$ cat config.mk
export PLATFORM = sky130hd
export DESIGN_NAME = rotate_return_sleep_exec
export DESIGN_NICKNAME = d
export VERILOG_FILES = /design/src/core/rrs_pkg.sv /design/src/core/rotate_unit.sv /design/src/core/rotate_return_sleep_exec.sv
export VERILOG_INCLUDE_DIRS = /design/src /design/src/core
export SDC_FILE = /design/constraint.sdc
export NUM_CORES = 1
export LEC_CHECK = 0
export ABC_CLOCK_PERIOD_IN_PS = 1000
export BUFFER_PORTS_ARGS = -buffer_cell sky130_fd_sc_hd__buf_2
export CORE_ASPECT_RATIO = 0.5
export CORE_MARGIN = 4
export CORE_UTILIZATION = 30
export DETAILED_ROUTE_END_ITERATION = 12
export HOLD_SLACK_MARGIN = 0.02
export PLACE_DENSITY = 0.68
export REMOVE_ABC_BUFFERS = 1
export SYNTH_ARGS = -nofsm -noshare
export SYNTH_HDL_FRONTEND = slang
export SYNTH_SLANG_ARGS = --single-unit
$ cat constraint.sdc
create_clock -name clk -period 1 [get_ports clk]
set_input_delay 0.05 -clock clk [delete_from_list [all_inputs] [get_ports clk]]
set_output_delay 0.05 -clock clk [all_outputs]
set_load 0.02 [all_outputs]
$ cat src/core/rrs_cfg.svh
`ifndef RRS_CFG_SVH
`define RRS_CFG_SVH
// instruction word layout (14-bit)
`define RRS_OP_RETURN 14'h0008
`define RRS_OP_SLEEP 14'h0063
`define RRS_ROT_MASK 14'h3F00
`define RRS_ROT_LEFT 14'h0D00
`define RRS_ROT_RIGHT 14'h0C00
`define RRS_DEST_BIT 7
`define RRS_WDT_CLEAR 8'h00
`define RRS_PC_RESET 15'h0000
`define RRS_RET_CYCLES 2
`endif

$ cat src/core/rrs_pkg.sv
package rrs_pkg;
  // execution sequencer states, gray along run -> flush
  typedef enum logic [1:0] {
    st_run_t = 2'b00,
    st_flush_t = 2'b01,
    st_sleep_t = 2'b11
  } exec_state_t;
endpackage

$ cat src/core/rotate_unit.sv
`timescale 1ns/1ps
// combinational rotate through carry
module rotate_unit (
  // operands
  input wire logic [7:0] operand,
  input wire logic carry_in,
  input wire logic dir_left,
  // results
  output logic [7:0] result,
  output logic carry_out
);
  // left: msb to carry, carry to bit 0
  wire [7:0] left_val = {operand[6:0], carry_in};
  // right: lsb to carry, carry to bit 7
  wire [7:0] right_val = {carry_in, operand[7:1]};
  assign result = dir_left ? left_val : right_val;
  assign carry_out = dir_left ? operand[7] : operand[0];
endmodule

$ cat src/core/rotate_return_sleep_exec.sv
`timescale 1ns/1ps
`include "rrs_cfg.svh"
// What this block does
// - return pops stack, loads program counter
// - return takes two cycles, fetch discarded
// - rotate left: bit7 to carry, carry in
// - rotate right: bit0 to carry, carry in
// - dest 0 writes W, 1 writes file
// - sleep clears active-low powerdown flag
// - sleep sets active-low timeout flag
// - sleep clears watchdog and prescaler, sleeps
module rotate_return_sleep_exec (
  // clock and reset
  input wire logic clk,
  input wire logic rst_b,
  // decoded instruction from fetch
  input wire logic instr_valid,
  input wire logic [13:0] instr_word,
  // wake from sleep request, same clock
  input wire logic wake_req,
  // operand sources
  input wire logic [7:0] file_rd_data,
  input wire logic [14:0] stack_top_value,
  input wire logic carry_in,
  // program counter and stack
  output logic pc_load,
  output logic [14:0] pc_value,
  output logic stack_pop,
  output logic fetch_flush,
  // results
  output logic w_we,
  output logic [7:0] w_data,
  output logic file_we,
  output logic [7:0] file_wr_data,
  output logic carry_we,
  output logic carry_out,
  // power state
  output logic watchdog_clear,
  output logic prescaler_clear,
  output logic powerdown_flag_n,
  output logic timeout_flag_n,
  output logic sleeping
);
  // reset synchroniser: stage one feeds only stage two
  // assertion is asynchronous so outputs drop at once,
  // but release is retimed to clk to avoid a recovery
  // hazard on the flops below; the cost is two dead
  // cycles after rst_b rises before anything is taken
  logic rst_s1_reg;
  logic rst_s2_reg;
  always_ff @(posedge clk or negedge rst_b) begin
    if (!rst_b) begin
      rst_s1_reg <= 1'b0;
      rst_s2_reg <= 1'b0;
    end else begin
      rst_s1_reg <= 1'b1;
      rst_s2_reg <= rst_s1_reg;
    end
  end
  wire rst_n_int = rst_s2_reg;
  // every other process resets from this copy only;
  // the raw pin is never read past the synchroniser

  // opcode class match, shared by both rotate decodes
  // the low byte holds file address and destination,
  // so only the class bits take part in the compare
  function automatic logic op_class(input logic [13:0] word, input logic [13:0] pattern);
    op_class = ((word & `RRS_ROT_MASK) == pattern);
  endfunction

  // sequencer state
  rrs_pkg::exec_state_t state_reg;
  rrs_pkg::exec_state_t state_next;

  // decode, only while running so flushed fetch is ignored
  // go is the single gate for all four instructions:
  // the slot after a return and the whole sleep span
  // are dropped here, so no writer below needs its own
  // check of the sequencer state
  // no port reports a dropped word; fetch must know
  // from fetch_flush and sleeping that it was lost
  wire running = (state_reg == rrs_pkg::st_run_t);
  wire go = instr_valid & running;
  wire is_return = go & (instr_word == `RRS_OP_RETURN);
  wire is_sleep = go & (instr_word == `RRS_OP_SLEEP);
  wire is_rl = go & op_class(instr_word, `RRS_ROT_LEFT);
  wire is_rr = go & op_class(instr_word, `RRS_ROT_RIGHT);
  wire is_rot = is_rl | is_rr;
  wire dest_file = instr_word[`RRS_DEST_BIT];

  // rotate datapath
  // purely combinational, result is registered below
  // direction follows the left decode; when no rotate is
  // decoded the unit still computes a right rotate, which
  // is harmless since no write enable is raised then
  wire [7:0] rot_result;
  wire rot_carry;
  rotate_unit u_rot (
    .operand(file_rd_data),
    .carry_in(carry_in),
    .dir_left(is_rl),
    .result(rot_result),
    .carry_out(rot_carry)
  );

  // next-state: return flushes one cycle, sleep waits for wake
  // run: normal issue, one instruction per cycle
  // flush: the word fetched behind a return is discarded
  // sleep: everything is ignored until wake_req is seen
  // limitation: wake_req is sampled only in sleep, a
  // request raised while running is simply lost
  always_comb begin
    state_next = state_reg;
    case (state_reg)
      rrs_pkg::st_run_t: begin
        if (is_return) begin
          state_next = rrs_pkg::st_flush_t;
        end else if (is_sleep) begin
          state_next = rrs_pkg::st_sleep_t;
        end
      end
      rrs_pkg::st_flush_t: begin
        state_next = rrs_pkg::st_run_t;
      end
      rrs_pkg::st_sleep_t: begin
        if (wake_req) begin
          state_next = rrs_pkg::st_run_t;
        end
      end
      default: begin
        state_next = rrs_pkg::st_run_t;
      end
    endcase
  end

  // state register
  // reset lands in run so the first fetch can execute
  always_ff @(posedge clk or negedge rst_n_int) begin
    if (!rst_n_int) begin
      state_reg <= rrs_pkg::st_run_t;
    end else begin
      state_reg <= state_next;
    end
  end

  // return: pop and load pc, and flag fetch discard in the same cycle
  // the three pulses share one cycle so the stack, the
  // pc and the fetch unit all see the return together
  // pc_value is held between returns; pc_load tells the
  // pc when to take it, which keeps this path narrow
  always_ff @(posedge clk or negedge rst_n_int) begin
    if (!rst_n_int) begin
      pc_load <= 1'b0;
      pc_value <= `RRS_PC_RESET;
      stack_pop <= 1'b0;
      fetch_flush <= 1'b0;
    end else begin
      pc_load <= is_return;
      stack_pop <= is_return;
      fetch_flush <= is_return;
      if (is_return) begin
        pc_value <= stack_top_value;
      end
    end
  end

  // rotate: single cycle writeback, carry is the only flag
  // both data ports carry the same result; the enables
  // pick the destination, trading a few flops for no mux
  // zero and digit carry have no port at all, so they
  // cannot be disturbed by this block
  always_ff @(posedge clk or negedge rst_n_int) begin
    if (!rst_n_int) begin
      w_we <= 1'b0;
      w_data <= 8'h00;
      file_we <= 1'b0;
      file_wr_data <= 8'h00;
      carry_we <= 1'b0;
      carry_out <= 1'b0;
    end else begin
      w_we <= is_rot & ~dest_file;
      file_we <= is_rot & dest_file;
      carry_we <= is_rot;
      if (is_rot) begin
        w_data <= rot_result;
        file_wr_data <= rot_result;
        carry_out <= rot_carry;
      end
    end
  end

  // sleep: status bits and watchdog clear pulses
  // the clears are one-cycle pulses; the watchdog and its
  // prescaler zero themselves on seeing them
  // sleeping mirrors the sequencer state one to one, so
  // the clock gate outside sees a clean flop output
  // flags hold after wake; other status writers live outside
  always_ff @(posedge clk or negedge rst_n_int) begin
    if (!rst_n_int) begin
      powerdown_flag_n <= 1'b1;
      timeout_flag_n <= 1'b1;
      watchdog_clear <= 1'b0;
      prescaler_clear <= 1'b0;
      sleeping <= 1'b0;
    end else begin
      watchdog_clear <= is_sleep;
      prescaler_clear <= is_sleep;
      sleeping <= (state_next == rrs_pkg::st_sleep_t);
      if (is_sleep) begin
        powerdown_flag_n <= 1'b0;
        timeout_flag_n <= 1'b1;
      end
    end
  end
endmodule

Yosys cells after proc, flatten, opt, wreduce, memory -nomap -nowiden. Cells that the tools add are included.

Flip-flop bits (word level): 35. Output and inout bits: 43. Logic and storage cells: 35.

Equal/unequal tests: 6. Muxes and demuxes: 6. Bitwise logic cells: 9. Reduce and logical (&&, ||, !) cells: 1.

Operator list (number): $eq 14x4->1 const B (1); $eq 14x7->1 const B (1); $eq 6x4->1 const B (2); $mux 8 (1); $and 1x1->1 (7); $mux 2 (3); $eq 2x2->1 const B (2); $pmux 2 s2 (1); $logic_not 2->1 (1); $mux 1 (1); $not 1->1 (1); $or 1x1->1 (1).

Longest topological paths before layout.
Depth in word-level cells: 7. Depth in mapped cells: 7. Mapped depth without buffers: 6.

By module. A second synthesis with hierarchy kept.

Cells, all modules: 115. Area total of the unflattened synthesis: 1701.6 um^2.

Modules (own cells, without submodules): rotate_return_sleep_exec (times used 1, cells an instance 105, area each 1555.2 um^2, sequential area each 877.1 um^2); rotate_unit (times used 1, cells an instance 10, area each 146.4 um^2, sequential area each 0.0 um^2).

Least setup slack after synthesis. Ideal clock, no wire load.

Path kind: flip-flop to flip-flop. From: reg state_reg[1]. To: reg pc_value[10]. Setup time: 125 ps. Arrival: 1513 ps. Data required time: 875 ps. Path slack: -638 ps. Cell stages (with the launch flop): 8. Buffers on the path: 1. Clock period less this slack: 1638 ps. Cells stage by stage: dfrtp_1 -> inv_1 -> ha_1 -> nand2_1 -> and4b_2 -> nand2_4 -> buf_12 -> mux2_4.

Word-level cells in the longest chain between the ends: 3.

RTL lines: start, declared (line rotate_return_sleep_exec.sv:72) `rrs_pkg::exec_state_t state_reg;`; start signal, assigned (line rotate_return_sleep_exec.sv:140) `state_reg <= rrs_pkg::st_run_t;`; start signal, assigned (line rotate_return_sleep_exec.sv:142) `state_reg <= state_next;`; $logic_not 2->1 (line rotate_return_sleep_exec.sv:82) `wire running = (state_reg == rrs_pkg::st_run_t);`; $and 1x1->1 (line rotate_return_sleep_exec.sv:83) `wire go = instr_valid & running;`; $and 1x1->1 (line rotate_return_sleep_exec.sv:84) `` wire is_return = go & (instr_word == `RRS_OP_RETURN); ``; end signal, assigned (line rotate_return_sleep_exec.sv:154) `` pc_value <= `RRS_PC_RESET; ``; end signal, assigned (line rotate_return_sleep_exec.sv:162) `pc_value <= stack_top_value;`; end, declared (line rotate_return_sleep_exec.sv:27) `output logic [14:0] pc_value,`.

No other way between the ends. A chain may end at the register's enable or synchronous reset.

Final worst setup path.
From: reg state_reg[0]. To: reg pc_value[7].

The elaborated chain is that of the path after synthesis.

==> out/results.txt <==
Final hold vios = 0
Max-Cap Viols = 0
Worst stage delay on the critical path = 0.44 ns
Total iterations of the first detailed-routing run = 3
Reg2reg setup slack = -0.64 ns
Clock-pin slew on the worst setup and hold paths = 0.07 ns
Final slew viol count = 0
Clock sink total = 35
GR Util met2 = 22.9%
GP Congestion = 0.839
Post-route cell area = 2460 um^2
Critical path required time = 1.16 ns
Share of layout cells above drive strength 1 = 68.9%
DRC viols = 0
Area grow syn2layout = 50.4%
Final setup vio count = 33
Most Used Layer, Global Route = met2
Setup CP Type = reg2reg
Vias in the first global route = 1279
Arrival time worst endpoint = 1.80 ns
Crit end category = register
Total Wirelength = 3960 um
Num CTS Buffers = 5
# nets final = 266
Grt ovf = 0
Die W = 112 um
Yosys warnings = 0
Die Y = 60.2 um
1st-iter DRT viols = 64
Peak supply drop = 0.590 mV
Row count = 18
First-pass GRT wire length = 6090 um
Max FFs per register = 15
FMAX = 0.609 GHz
Die area = 6770 um^2
Drt wl/cell = 13.6 um
Unique cell type count in the Yosys netlist = 28
Detail Route Antenna Nets = 0
Via count = 1260
Initial Util = 32.2%
Tot GR Track Use = 11.5%
Clk_skew = 0.00320 ns
Root cell of the clock tree = clkbuf_8
Total power = 3.22 mW
GR Util met1 = 12.3%
IO buf count = 83
Hold slack final = 0.0262 ns
Lkg Pwr = 1.34 nW
Post-DP HPWL = 2860 um
Min-delay worst type = in2reg
Dpl cells = 265
Syn_area_per_cell = 14.0 um^2
Failing checks = negative setup slack
Worst r2r path cells = 6
Max clock buf depth = 2
Sequential share of the synthesized area = 53.6%
Most frequent cells in the layout = buf_2 (82), dfrtp_1 (34), mux2_2 (24), dlygate4sd3_1 (15), mux2_4 (9)
Largest net degree at the start of global routing = 34
CP max-delay cell = and4b_4
Cell Pwr Density = 1310 nW/um^2
Commonest non-fill, non-tap cell in the layout = buf_2
Cell depth of the worst hold path = 2
Core area = 5090 um^2
Final period util = 164%
Critical path fanouts, max = 8
Min Tclk post-route = 1.64 ns
Post-Synthesis Cell Area = 1640 um^2
CP Cell Sequence = inv_1 -> ha_4 -> nand2_2 -> and4b_4 -> nand2_8 -> mux2_4
Vias per cell = 4.32
Initial antenna violation count = 0
CTS tree = yes
Post-Synthesis Cells = 117
CTS H-tree lvls = 2
Unrepaired setup endpoints after global routing = true
Final worst slack = -0.642 ns
I/O pin cnt = 85
Layout Cells excl Fill = 292
N_diodes = 0
Yosys reg bits = 35
Area after DPL = 2100 um^2
Met3 usage = 3.13%
Clock latency on the worst-skew pair = 0.28 ns
Crit start category = register
Status = finished, violations left
per-layer routing:
metal  up-vias  share of wire, %
li1        599                 -
met1       635                39
met2        24                56
met3         2               4.2
met4         0              0.76
met5         -                 0
where the power goes:
part | switching (mW) | leakage, nW | total [mW] | internal [mW]
Combinational | 0.357 | 0.823 | 0.656 | 0.299
Clock | 0.469 | 0.0470 | 1.01 | 0.540
Sequential | 0.0564 | 0.470 | 1.55 | 1.50
Total | 0.883 | 1.34 | 3.22 | 2.34
critical path: cells and delay by family (launching register included):
| kind | cells | cell delay, ns |
|---|---|---|
| simple gates | 3 | 0.60 |
| flops | 1 | 0.39 |
| buf+inv | 1 | 0.09 |
| mux | 1 | 0.32 |
| fa+ha+maj | 1 | 0.13 |
kinds of logic after synthesis:
family	share of synthesized area, %
fa+ha+maj	1.53
other cells	0.229
mux	25.4
flops	53.6
simple gates	7.95
buf+inv	8.26
compound gates	3.06
area by class of cell:
type | instances | area [um^2]
Clock buffer | 6 | 82.6
Clock inverter | 1 | 5.00
Fill cell | 471 | 2630
Inverter | 4 | 15.0
Multi-Input combinational cell | 65 | 697
Sequential cell | 35 | 877
Tap cell | 70 | 87.6
Timing Repair Buffer | 111 | 697
cells in the mapped netlist, drive strengths merged:
library cell	number	area [um^2]
and4b	1	11.3
o21a	1	7.51
a21bo	1	10.0
nand3	1	5.00
a211oi	1	7.51
ha	2	25.0
nor3	1	5.00
dfstp	1	26.3
buf	15	120
nand4b	1	8.76
nand2	4	22.5
inv	4	15.0
dfrtp	34	851
nor2	5	26.3
a21oi	2	10.0
nor2b	3	18.8
a2111oi	1	15.0
nor4	1	6.26
or4b	1	13.8
conb	1	3.75
mux2i	1	10.0
and2	2	12.5
mux2	33	405
timing repair:
action,CTS,global route
setup buffers,2,2
hold buffers,15,0
gates resized for setup,8,13
endpoints found under the setup margin,34,34
pin swaps,2,3
hold endpoints to repair,16,0
cloned,1,1
worst paths after layout:
check | from | endpoint
setup / recovery | state_reg[0] | pc_value[7]
hold / removal | stack_top_value[3] | pc_value[3]
setup reg to reg | state_reg[0] | pc_value[7]
hold reg to reg | rst_n_int | pc_value[0]
max in group asynchronous | rst_n_int | powerdown_flag_n
min in group asynchronous | rst_b | rst_s1_reg
stage by stage:
step / setup WS (ns) / utilization (%) / setup TNS (ns)
after floorplan: -0.690 / - / -19.56
after global placement: -0.582 / 41.3 / -16.28
after detailed placement: -0.658 / 41.3 / -18.30
after CTS: -0.640 / 47.0 / -18.79
after global routing: -0.686 / 48.4 / -20.10
final: -0.642 / 48.4 / -18.45
(Power assumes the default switching activity.)
